[src/pkg/usb_event_defines.vh]
`ifndef USB_EVENT_DEFINES_VH
`define USB_EVENT_DEFINES_VH

// Register byte addresses on the APB bus.
`define ADDR_EVENT_FLAGS 12'h000
`define ADDR_EVENT_MASK 12'h004
`define ADDR_CONTROL 12'h008
`define ADDR_TRANS_STATUS 12'h00C
`define ADDR_DEVICE_ADDRESS 12'h010
`define ADDR_ERROR_FLAGS 12'h014
`define ADDR_ERROR_MASK 12'h018

// Event flag positions, shared by the flag and mask registers.
`define BIT_FRAME_START 6
`define BIT_STALL_SENT 5
`define BIT_BUS_IDLE 4
`define BIT_TRANS_DONE 3
`define BIT_BUS_ACTIVITY 2
`define BIT_ERROR_SUMMARY 1
`define BIT_BUS_RESET 0
`define FLAG_WIDTH 7

// Control register fields.
`define BIT_SUSPEND 1

// Reset values.
`define FLAGS_RESET 7'h00
`define MASK_RESET 7'h00
`define ERROR_RESET 8'h00
`define ADDRESS_DEFAULT 7'h00

// Idle time before the idle flag is raised, and the clock rate.
`define IDLE_TIME_US 3000
`define CLOCK_MHZ 250

// Cycles after wake during which an activity clear is not honoured.
`define WAKE_SYNC_CYCLES 4'h8

`endif

[src/hdl/usb_status_interrupt_logic.v]
// Contract
// - Flags at bits 6..0, bit 7 zero, reset clear.
// - Stall handshake sent sets bit 5.
// - Bus idle 3 ms or more sets bit 4.
// - Transaction done sets bit 3, status readable.
// - Activity on data lines sets bit 2.
// - Error summary is read-only, from enabled errors.
// - Bus reset sets bit 0, reloads address.
// - Clearing transaction done advances status FIFO.
// - Activity clear ignored while suspended or waking.
// - Module may wait for PLL lock.
// - Activity flag raised once per resume.
// - Activity re-armed only after new idle.
// - Mask bit enables matching flag onto request.
// - Flags set regardless of mask bits.
// - Flags other than error summary sticky until written zero; one sets.
// - Request is OR of masked flags.
// - While suspended only activity is detected.
// - Mask mirrors flags, bit 7 zero, reset clear.
`include "usb_event_defines.vh"

module usb_status_interrupt_logic #(
   parameter IDLE_CYCLES = `IDLE_TIME_US * `CLOCK_MHZ,
   parameter FIFO_DEPTH_LOG2 = 2
)(
   input wire REF_CLK,
   input wire RSTN,
   input wire PSEL,
   input wire PENABLE,
   input wire PWRITE,
   input wire [11:0] PADDR,
   input wire [31:0] PWDATA,
   output reg [31:0] PRDATA,
   output reg PREADY,
   output reg PSLVERR,
   input wire FRAME_START_TOKEN,
   input wire STALL_SENT,
   input wire TRANSACTION_DONE,
   input wire [7:0] TRANSACTION_INFO,
   input wire BUS_ERROR_VALID,
   input wire [7:0] BUS_ERROR_BITS,
   input wire BUS_RESET_DETECT,
   input wire LINE_DP,
   input wire LINE_DM,
   input wire PLL_LOCKED,
   output reg PERIPHERAL_IRQ_REQUEST,
   output reg SUSPEND_ACTIVE,
   output reg ENGINE_READY,
   output reg [6:0] DEVICE_ADDRESS
);
   ////////////////////////////////////////////////////////////////////////
   localparam ST_RUN = 3'b001;
   localparam ST_SUSPENDED = 3'b010;
   localparam ST_WAKING = 3'b100;

   reg [1:0] dp_sync;
   reg [1:0] dm_sync;
   reg [1:0] dp_line;
   reg [1:0] dm_line;
   reg [`FLAG_WIDTH-1:0] usb_event_flags;
   reg [`FLAG_WIDTH-1:0] usb_event_mask;
   reg [7:0] error_event_flags;
   reg [7:0] error_event_mask;
   reg [7:0] usb_control_reg;
   reg [31:0] idle_count;
   reg idle_reported;
   reg activity_armed;
   reg [2:0] state;
   reg [2:0] next_state;
   reg [3:0] wake_count;
   reg [`FLAG_WIDTH-1:0] next_flags;
   reg [7:0] next_errors;
   wire wr_access;
   wire rd_access;
   wire [7:0] fifo_head;
   wire fifo_not_empty;
   wire engine_on;
   wire bus_idle;
   wire bus_activity;
   wire activity_clear_allowed;
   wire flags_write;
   wire trans_done_clear;
   wire address_write;
   wire mask_write;
   wire control_write;
   wire error_flags_write;
   wire error_mask_write;
   wire idle_event;

   // Keeps the decoding of a register address in one place.
   function hit;
      input [11:0] addr;
      input [11:0] target;
      begin
         hit = (addr == target);
      end
   endfunction

   // The event fires one count early so that the flag lands on the full idle time.
   function idle_due;
      input [31:0] count;
      begin
         idle_due = (count >= IDLE_CYCLES - 1);
      end
   endfunction

   ////////////////////////////////////////////////////////////////////////
   // Pins from the transceiver are asynchronous: three flops before any use.
   always @(posedge REF_CLK or negedge RSTN)
   begin
      if (!RSTN)
      begin
         // Reset to the idle J level, so that release does not look like bus activity.
         dp_sync <= 2'h3;
         dm_sync <= 2'h0;
         dp_line <= 2'h3;
         dm_line <= 2'h0;
      end
      else
      begin
         dp_sync <= {dp_sync[0], LINE_DP};
         dm_sync <= {dm_sync[0], LINE_DM};
         dp_line <= {dp_line[0], dp_sync[1]};
         dm_line <= {dm_line[0], dm_sync[1]};
      end
   end

   // A full-speed idle bus is J: D+ high, D- low.
   assign bus_idle = dp_line[0] && !dm_line[0];
   assign bus_activity = (dp_line[0] != dp_line[1]) || (dm_line[0] != dm_line[1]);

   ////////////////////////////////////////////////////////////////////////
   assign wr_access = PSEL && PENABLE && PWRITE && PREADY;
   assign rd_access = PSEL && !PENABLE && !PWRITE;
   assign flags_write = wr_access && hit(PADDR, `ADDR_EVENT_FLAGS);
   assign address_write = wr_access && hit(PADDR, `ADDR_DEVICE_ADDRESS);
   assign mask_write = wr_access && hit(PADDR, `ADDR_EVENT_MASK);
   assign control_write = wr_access && hit(PADDR, `ADDR_CONTROL);
   assign error_flags_write = wr_access && hit(PADDR, `ADDR_ERROR_FLAGS);
   assign error_mask_write = wr_access && hit(PADDR, `ADDR_ERROR_MASK);
   assign trans_done_clear = flags_write && usb_event_flags[`BIT_TRANS_DONE] &&
                             !PWDATA[`BIT_TRANS_DONE];
   assign engine_on = (state == ST_RUN) && ENGINE_READY;
   assign activity_clear_allowed = (state == ST_RUN);
   assign idle_event = engine_on && bus_idle && !idle_reported && idle_due(idle_count);

   // The FIFO push is gated by engine_on: nothing arrives in suspend.
   usb_status_fifo #(
      .WIDTH(8),
      .DEPTH_LOG2(FIFO_DEPTH_LOG2)
   ) u_transaction_status_fifo (
      .clk(REF_CLK),
      .rst_n(RSTN),
      .push(TRANSACTION_DONE && engine_on),
      .push_data(TRANSACTION_INFO),
      .pop(trans_done_clear),
      .head(fifo_head),
      .not_empty(fifo_not_empty),
      .full()
   );

   ////////////////////////////////////////////////////////////////////////
   // Suspend control, wake synchronisation and PLL lock wait.
   always @*
   begin
      next_state = state;
      case (state)
         ST_RUN:
            if (usb_control_reg[`BIT_SUSPEND])
               next_state = ST_SUSPENDED;
         ST_SUSPENDED:
            if (!usb_control_reg[`BIT_SUSPEND])
               next_state = ST_WAKING;
         ST_WAKING:
            if (usb_control_reg[`BIT_SUSPEND])
               next_state = ST_SUSPENDED;
            else if (wake_count == `WAKE_SYNC_CYCLES && PLL_LOCKED)
               next_state = ST_RUN;
         default:
            next_state = ST_RUN;
      endcase
   end

   always @(posedge REF_CLK or negedge RSTN)
   begin
      if (!RSTN)
      begin
         state <= ST_RUN;
         wake_count <= 4'h0;
         ENGINE_READY <= 1'b0;
         SUSPEND_ACTIVE <= 1'b0;
      end
      else
      begin
         state <= next_state;
         if (state == ST_WAKING && wake_count != `WAKE_SYNC_CYCLES)
            wake_count <= wake_count + 4'h1;
         else if (state != ST_WAKING)
            wake_count <= 4'h0;
         ENGINE_READY <= (next_state == ST_RUN) && PLL_LOCKED;
         SUSPEND_ACTIVE <= (next_state == ST_SUSPENDED);
      end
   end

   ////////////////////////////////////////////////////////////////////////
   // Idle timer and the once-per-resume arming of the activity flag.
   always @(posedge REF_CLK or negedge RSTN)
   begin
      if (!RSTN)
      begin
         idle_count <= 32'h0;
         idle_reported <= 1'b0;
         activity_armed <= 1'b0;
      end
      else
      begin
         if (!bus_idle || bus_activity)
         begin
            idle_count <= 32'h0;
            idle_reported <= 1'b0;
         end
         else if (idle_count < IDLE_CYCLES)
            idle_count <= idle_count + 32'h1;
         if (idle_event)
         begin
            idle_reported <= 1'b1;
            activity_armed <= 1'b1;
         end
         else if (activity_armed && bus_activity)
            activity_armed <= 1'b0;
      end
   end

   ////////////////////////////////////////////////////////////////////////
   // Flag update: software write first, hardware set wins over a clear except for transaction done.
   always @*
   begin
      next_flags = usb_event_flags;
      next_errors = error_event_flags;
      if (flags_write)
      begin
         next_flags = PWDATA[`FLAG_WIDTH-1:0];
         next_flags[`BIT_ERROR_SUMMARY] = usb_event_flags[`BIT_ERROR_SUMMARY];
         if (!activity_clear_allowed)
            next_flags[`BIT_BUS_ACTIVITY] = usb_event_flags[`BIT_BUS_ACTIVITY];
      end
      if (error_flags_write)
         next_errors = error_event_flags & PWDATA[7:0];
      if (engine_on && BUS_ERROR_VALID)
         next_errors = next_errors | BUS_ERROR_BITS;
      // Flags set regardless of the mask bits so that polling works.
      if (engine_on && FRAME_START_TOKEN)
         next_flags[`BIT_FRAME_START] = 1'b1;
      if (engine_on && STALL_SENT)
         next_flags[`BIT_STALL_SENT] = 1'b1;
      if (idle_event)
         next_flags[`BIT_BUS_IDLE] = 1'b1;
      // A clear pops one entry and drops the flag for that cycle; the flag
      // comes back on the next cycle while further entries remain.
      if (fifo_not_empty && !trans_done_clear)
         next_flags[`BIT_TRANS_DONE] = 1'b1;
      if (activity_armed && bus_activity)
         next_flags[`BIT_BUS_ACTIVITY] = 1'b1;
      next_flags[`BIT_ERROR_SUMMARY] = |(next_errors & error_event_mask);
      if (engine_on && BUS_RESET_DETECT)
         next_flags[`BIT_BUS_RESET] = 1'b1;
   end

   always @(posedge REF_CLK or negedge RSTN)
   begin
      if (!RSTN)
      begin
         usb_event_flags <= `FLAGS_RESET;
         usb_event_mask <= `MASK_RESET;
         error_event_flags <= `ERROR_RESET;
         error_event_mask <= `ERROR_RESET;
         usb_control_reg <= 8'h00;
         DEVICE_ADDRESS <= `ADDRESS_DEFAULT;
         PERIPHERAL_IRQ_REQUEST <= 1'b0;
      end
      else
      begin
         usb_event_flags <= next_flags;
         error_event_flags <= next_errors;
         if (mask_write)
            usb_event_mask <= PWDATA[`FLAG_WIDTH-1:0];
         if (error_mask_write)
            error_event_mask <= PWDATA[7:0];
         if (control_write)
            usb_control_reg <= PWDATA[7:0];
         if (engine_on && BUS_RESET_DETECT)
            DEVICE_ADDRESS <= `ADDRESS_DEFAULT;
         else if (address_write)
            DEVICE_ADDRESS <= PWDATA[6:0];
         PERIPHERAL_IRQ_REQUEST <= |(next_flags & usb_event_mask);
      end
   end

   ////////////////////////////////////////////////////////////////////////
   // APB slave: no wait states, read data captured in the setup cycle.
   always @(posedge REF_CLK or negedge RSTN)
   begin
      if (!RSTN)
      begin
         PRDATA <= 32'h0;
         PREADY <= 1'b0;
         PSLVERR <= 1'b0;
      end
      else
      begin
         PREADY <= PSEL && !PENABLE;
         PSLVERR <= 1'b0;
         if (PSEL && !PENABLE)
         begin
            PSLVERR <= !(hit(PADDR, `ADDR_EVENT_FLAGS) || hit(PADDR, `ADDR_EVENT_MASK) ||
                         hit(PADDR, `ADDR_CONTROL) || hit(PADDR, `ADDR_TRANS_STATUS) ||
                         hit(PADDR, `ADDR_DEVICE_ADDRESS) || hit(PADDR, `ADDR_ERROR_FLAGS) ||
                         hit(PADDR, `ADDR_ERROR_MASK));
         end
         if (rd_access)
         begin
            PRDATA <= 32'h0;
            if (hit(PADDR, `ADDR_EVENT_FLAGS))
               PRDATA <= {25'h0, usb_event_flags};
            else if (hit(PADDR, `ADDR_EVENT_MASK))
               PRDATA <= {25'h0, usb_event_mask};
            else if (hit(PADDR, `ADDR_CONTROL))
               PRDATA <= {24'h0, usb_control_reg};
            else if (hit(PADDR, `ADDR_TRANS_STATUS))
               PRDATA <= {24'h0, fifo_head};
            else if (hit(PADDR, `ADDR_DEVICE_ADDRESS))
               PRDATA <= {25'h0, DEVICE_ADDRESS};
            else if (hit(PADDR, `ADDR_ERROR_FLAGS))
               PRDATA <= {24'h0, error_event_flags};
            else if (hit(PADDR, `ADDR_ERROR_MASK))
               PRDATA <= {24'h0, error_event_mask};
         end
      end
   end
endmodule

[src/hdl/usb_status_fifo.v]
`include "usb_event_defines.vh"

module usb_status_fifo #(
   parameter WIDTH = 8,
   parameter DEPTH_LOG2 = 2
)(
   input wire clk,
   input wire rst_n,
   input wire push,
   input wire [WIDTH-1:0] push_data,
   input wire pop,
   output wire [WIDTH-1:0] head,
   output wire not_empty,
   output wire full
);
   localparam DEPTH = 1 << DEPTH_LOG2;

   reg [WIDTH-1:0] mem [0:DEPTH-1];
   reg [DEPTH_LOG2:0] wr_ptr;
   reg [DEPTH_LOG2:0] rd_ptr;
   wire do_push;
   wire do_pop;

   assign not_empty = (wr_ptr != rd_ptr);
   assign full = (wr_ptr[DEPTH_LOG2-1:0] == rd_ptr[DEPTH_LOG2-1:0]) &&
                 (wr_ptr[DEPTH_LOG2] != rd_ptr[DEPTH_LOG2]);
   assign head = mem[rd_ptr[DEPTH_LOG2-1:0]];
   assign do_push = push && !full;
   assign do_pop = pop && not_empty;

   always @(posedge clk)
   begin
      if (do_push)
         mem[wr_ptr[DEPTH_LOG2-1:0]] <= push_data;
   end

   always @(posedge clk or negedge rst_n)
   begin
      if (!rst_n)
      begin
         wr_ptr <= {(DEPTH_LOG2+1){1'b0}};
         rd_ptr <= {(DEPTH_LOG2+1){1'b0}};
      end
      else
      begin
         if (do_push)
            wr_ptr <= wr_ptr + 1'b1;
         if (do_pop)
            rd_ptr <= rd_ptr + 1'b1;
      end
   end
endmodule

[config.mk]
export PLATFORM = sky130hd
export DESIGN_NAME = usb_status_interrupt_logic
export DESIGN_NICKNAME = d
export VERILOG_FILES = /design/src/hdl/usb_status_interrupt_logic.v /design/src/hdl/usb_status_fifo.v
export VERILOG_INCLUDE_DIRS = /design/src /design/src/pkg
export SDC_FILE = /design/constraint.sdc
export NUM_CORES = 1
export LEC_CHECK = 0
export ABC_AREA = 1
export BUFFER_PORTS_ARGS = -buffer_cell sky130_fd_sc_hd__buf_2
export CORE_MARGIN = 2
export CORE_UTILIZATION = 55
export CTS_BUF_LIST = sky130_fd_sc_hd__clkbuf_4
export DETAILED_ROUTE_END_ITERATION = 10
export PLACE_DENSITY_LB_ADDON = 0.08
export SLEW_MARGIN = 20
export SYNTH_ARGS = -nofsm -noshare
export SYNTH_HDL_FRONTEND = slang
export SYNTH_SLANG_ARGS = --single-unit
[constraint.sdc]
create_clock -name REF_CLK -period 3.2 [get_ports REF_CLK]
set_input_delay 0 -clock REF_CLK [delete_from_list [all_inputs] [get_ports REF_CLK]]
set_output_delay 0 -clock REF_CLK [all_outputs]
set_load 0.01 [all_outputs]
* Word level (Yosys, flattened, before mapping)
Memories as Yosys holds them, arrays and structs flattened. Cells that the tools add are included.
Storage, ports and cells: register bits 137, bits in writable memories 32, bits of input ports 73, output and inout bits 44, word-level logic and storage cells 144, memories 1
Cells by class: add/sub/neg operators 4, magnitude comparators 2, equal/unequal tests 19, multiplexer cells 35, bitwise operators 4, reduce and logical (&&, ||, !) cells 56
Memory list:
- u_transaction_status_fifo.mem | words 4, width 8, read ports 1, clocked after Yosys merged registers in 0, wr ports 1, RTL line usb_status_fifo.v:18 | reg [WIDTH-1:0] mem [0:DEPTH-1];
Operators with widths (number):
- two-way mux 8 bit | 9
- two-way mux 32 bit | 2
- equality test 12 x 5 -> 1 bit (second input constant) | 3
- adder 32 x 1 -> 32 bit (second input constant) | 1
- >= comparator 32 x 20 -> 1 bit (second input constant) | 1
- less-than comparator 32 x 20 -> 1 bit (second input constant) | 1
- logical AND 1 bit | 31
- equality test 12 x 4 -> 1 bit (second input constant) | 2
- two-way mux 7 bit | 3
- AND 8 bit | 2
- two-way mux 1 bit | 14
- equality test 12 x 3 -> 1 bit (second input constant) | 1
- zero test 12 bit | 1
- two-way mux 3 bit | 4
- nonzero test 2 bit | 5
- zero test 1 bit | 9
- case mux 3 bit (3 select lines) | 1
- logical OR 1 bit | 8
- two-way mux 4 bit | 2
- OR 8 bit | 1
- OR reduction 8 bit | 1
- AND 7 bit | 1
- OR reduction 7 bit | 1
- adder 3 x 1 -> 3 bit (second input constant) | 2
- 10 further kinds | 14

* Longest topological paths before layout
word-level depth 11, mapped depth 14, gate-level depth less buffers 13

* Hierarchy
From an unflattened synthesis, not the netlist that was laid out.
Unflattened totals: cells, all modules 843, area, all modules 7353.3 sq um
By module, submodules not included:
- usb_status_interrupt_logic | times used 1, cells each 704, area each 5698.0 sq um, sequential area each 2683.8 sq um
- usb_status_fifo | times used 1, cells each 139, area each 1655.3 sq um, sequential area each 1111.1 sq um

* Least setup slack after synthesis
Ideal clock, no wire load.
kind register to register, start point register u_transaction_status_fifo.rd_ptr[1], end point memory u_transaction_status_fifo.mem[3][0], enable pin, setup time 0.375 ns, arrival time 1.414 ns, data required time 2.825 ns, setup slack 1.411 ns, stages on the path, launching flop included 7, buffers on the path 1, cell sequence dfrtp_1 -> buf_4 -> clkinv_1 -> nand2_1 -> nand4_1 -> o211ai_2 -> nor2_1
On the way: cells in the longest elaborated chain, start to end 6
Ends and longest elaborated chain:
- start: declaration | RTL line usb_status_fifo.v:20 | reg [DEPTH_LOG2:0] rd_ptr;
- start signal: assignment | RTL line usb_status_fifo.v:42 | rd_ptr <= {(DEPTH_LOG2+1){1'b0}};
- start signal: assignment | RTL line usb_status_fifo.v:49 | rd_ptr <= rd_ptr + 1'b1;
- equality test 2 bit | RTL line usb_status_fifo.v:25 | assign full = (wr_ptr[DEPTH_LOG2-1:0] == rd_ptr[DEPTH_LOG2-1:0]) &&
- logical AND 1 bit | RTL line usb_status_fifo.v:25
- zero test 1 bit | RTL line usb_status_fifo.v:28 | assign do_push = push && !full;
- logical AND 1 bit | RTL line usb_status_fifo.v:28
- two-way mux 1 bit | RTL line usb_status_fifo.v:33 | if (do_push)
- two-way mux 1 bit (implied by the code) | RTL line usb_status_fifo.v:34 | mem[wr_ptr[DEPTH_LOG2-1:0]] <= push_data;
- end: declaration | RTL line usb_status_fifo.v:18
Every way passes these cells.

* Final worst setup path
start point register state[0], end point register error_event_flags[5]
On the way: cells in the longest elaborated chain, start to end 4
Ends and longest elaborated chain:
- start: declaration | RTL line usb_status_interrupt_logic.v:68 | reg [2:0] state;
- start signal: assignment | RTL line usb_status_interrupt_logic.v:195 | state <= next_state;
- equality test 3 x 1 -> 1 bit | RTL line usb_status_interrupt_logic.v:143 | assign engine_on = (state == ST_RUN) && ENGINE_READY;
- logical AND 1 bit | RTL line usb_status_interrupt_logic.v:143
- logical AND 1 bit | RTL line usb_status_interrupt_logic.v:249 | if (engine_on && BUS_ERROR_VALID)
- two-way mux 8 bit | RTL line usb_status_interrupt_logic.v:249
- net next_errors[5] | RTL line usb_status_interrupt_logic.v:72 | reg [7:0] next_errors;
- end signal: assignment | RTL line usb_status_interrupt_logic.v:275 | error_event_flags <= `ERROR_RESET;
- end signal: assignment | RTL line usb_status_interrupt_logic.v:284 | error_event_flags <= next_errors;
- end: declaration | RTL line usb_status_interrupt_logic.v:62 | reg [7:0] error_event_flags;
The timed path passes the listed nets, and every way through them passes these cells. A chain may end at the register's enable or synchronous reset.

==> results.yml <==
setup_path:
  r2r_slack_ns: 0.50
  worst-path-buf-inv: 2
  critPathMaxFanout: 8
  arrival_ns: 3.19
  required_ns: 3.69
  r2r-end: "error_event_flags[5]"
  reg2reg_from: "state[0]"
  crit_chain: "nand4_1 > nor2_1 > nand2_1 > dlygate4sd3_1 > nand2_1 > dlygate4sd3_1"
  crit_slowest_cell: "dlygate4sd3_1"
  worst_path_dominant_cell_family: "buffers and inverters"
  worst_r2r_path_depth: 6
  worst_setup_path_end_kind: "register"
  worstSetupStartpointType: "register"
  critPathMaxStageDelay_ns: 0.60
  path_class: "register to register"
power:
  seq_power_share: 0.553
  peakVddDrop_mv: 0.326
  switchingPower_mw: 0.960
  internal_power_mw: 2.65
  p_comb_frac: 0.092
  p_total_mw: 3.61
  clock_power_share: 0.355
  power_leakage_nw: 3.92
  switching_share: 0.266
  p_per_area_mw_per_mm2: 420
cells_and_area:
  final_cell_area_sq_mm: 0.00860
  instances_no_fill: 1169
  final_core_util: 0.657
  syn_to_final_growth_pct: 18.0
  nFillCells: 1078
  fin_nets: 1059
  layout-drive-gt1-share: 0.158
sta:
  slew_viol_final: 0
  hold_viol_final: 0
  hold-worst-slack_ns: 0.0286
  fmax_mhz: 370
  min_period_over_period: 0.844
  rsz0062_at_grt: "false"
  finalSetupTns_ns: 0
  tightest_slew_ns: 0.877
  slew-limit-headroom: 0.413
  post-route-min-period_ns: 2.70
  fin_ws_ns: 0.500
  setup_viol: 0
  skew_ns: 0.0214
clock_network:
  cts_buffer_depth: 2
  cts_tree: "built"
  cts_buffers: 17
  root_buffer: "clkbuf_4"
  clock-sinks: 145
  clk_pin_slew_worst_paths_ns: 0.14
  clk_latency_ns: 0.55
  cts_resized: 0
  h-tree-depth: 4
global_routing:
  grt_max_degree: 58
  overflow: 0
  antenna_found_initial: 1
  grt_pass1_vias: 5640
  grt_pass1_wl_um: 27900
  groute.usage.overall: 0.253
place:
  place_hpwl_um: 11900
  place_ws_ns: 0.848
  dp.cells: 1077
  io_buffers: 68
  gp_congestion: 0.894
  place_area_sq_mm: 0.00769
synthesis:
  ys_ff_latch: 145
  yosysSeqAreaShare: 0.521
  yosysTopAreaCell: "dfrtp_1"
  synth_top_area_share: 0.371
  synth_async_sr_flop_share: 0.779
  synth.cell_area_sq_mm: 0.00729
  syn_avg_cell_area_sq_um: 8.62
  yosys-top-cells-count: "nand2_1, dfrtp_1, inv_1, nor2_1, nand3_1"
  synth_cells: 846
  ys.flop_type: "dfrtp_1"
  ys_top_cells_by_area: "dfrtp_1, edfxtp_1, nand2_1"
  synth-edff-count: 32
  synth_warnings: 0
  synth.distinct_cells: 45
  synth.most_common_cell: "nand2_1"
routing:
  drcViolationCount: 0
  vias_per_cell: 5.27
  detail_route.wl_per_cell_um: 14.7
  vias: 6158
  drt_wl_total_um: 17100
  drtIter0Drc: 558
  first_pass_iters: 5
  postRouteAntennaNets: 0
worst_hold_path:
  min_path_type: "input pin to async pin"
floorplanning:
  ios: 117
  core_sq_mm: 0.0131
  die_x_um: 119
  die_h_um: 119
  start_util: 0.557
  rows: 42
  dieArea_sq_mm: 0.0142
outcome:
  run_status: "finished clean"
job:
  cap_violations: 0
kinds of logic (layout without fill, tap and decap cells):
logic type / Yosys count / after routing / share of synthesized area
compound gates: 110 / 110 / 0.0844
xor+xnor: 14 / 14 / 0.0168
fa+ha+maj: 8 / 8 / 0.0137
buf+inv: 141 / 263 / 0.0908
flops: 145 / 145 / 0.521
other cells: 1 / 26 / 0.000514
simple gates: 427 / 427 / 0.273
layout by cell type, fill, tap and decap left out, types with 2 or more instances in the layout:
cell type and instances:
a21oi_1 25, a31oi_1 4, buf_2 67, buf_4 5
bufinv_16 3, clkbuf_4 17, clkinv_1 2, conb_1 24
dfrtp_1 108, dfstp_2 5, diode_2 2, dlygate4sd3_1 58
edfxtp_1 32, ha_1 8, inv_1 91, inv_2 6
inv_6 8, inv_8 2, nand2_1 194, nand2_2 5
nand2_4 4, nand3_1 66, nand3_2 3, nand4_1 30
nor2_1 89, nor2_2 5, nor2_4 7, nor2_8 2
nor3_1 13, nor4_1 2, o21ai_0 42, o21ai_1 17
o21ai_2 8, o22ai_1 8, o31ai_1 4, xnor2_1 4
xor2_1 10
worst register-to-register path, stage by stage (launching register included):
cell,delay [ns]
dfstp_2,0.57
nand4_1,0.21
nor2_1,0.48
nand2_1,0.13
dlygate4sd3_1,0.60
nand2_1,0.09
dlygate4sd3_1,0.57
power by group through the flow:
| stage | logic [mW] | clock network, mW | registers (mW) |
|---|---|---|---|
| global placement | 0.281 | 0 | 2.03 |
| global route | 0.379 | 1.40 | 2.00 |
| finish | 0.331 | 1.28 | 2.00 |
| floorplan | 0.193 | 0 | 2.03 |
| detailed placement | 0.290 | 0 | 2.03 |
| CTS | 0.333 | 1.31 | 2.00 |
final cells by class:
type,instances,area [sq um],share of cell area
Multi-Input combinational cell,583,2920,0.339
Antenna cell,2,5.00,0.000582
Inverter,101,385,0.0448
Sequential cell,145,3790,0.441
Tap cell,176,220,0.0256
Clock inverter,15,195,0.0227
Timing Repair Buffer,130,953,0.111
Clock buffer,17,128,0.0148
what timing repair did:
item	4_1_cts	5_1_grt
hold endpoints to repair	149	0
setup endpoints to repair	0	0
buffers inserted	0	0
hold buffers	58	0
per-layer routing:
| layer | wire [um] | up-vias | track usage |
|---|---|---|---|
| met5 | 0 | - | 0 |
| met3 | 1050 | 21 | 0.0441 |
| met2 | 8120 | 228 | 0.408 |
| met1 | 7700 | 2904 | 0.352 |
| li1 | - | 3005 | - |
| met4 | 255 | 0 | 0.0804 |
worst max path at each step:
stage,slack [ns],endpoint,cells past startpoint,startpoint
4_1_cts,0.53,error_event_flags[2],6,state[0]
5_1_grt,0.35,error_event_flags[5],6,state[0]
3_5_place_dp,0.85,u_transaction_status_fifo.mem[3][5],4,state[0]
2_1_floorplan,1.41,u_transaction_status_fifo.mem[3][0],6,u_transaction_status_fifo.rd_ptr[1]
6_report,0.50,error_event_flags[5],6,state[0]
3_3_place_gp,0.89,u_transaction_status_fifo.mem[3][5],4,state[0]
Power figures use the tool's default switching activity.
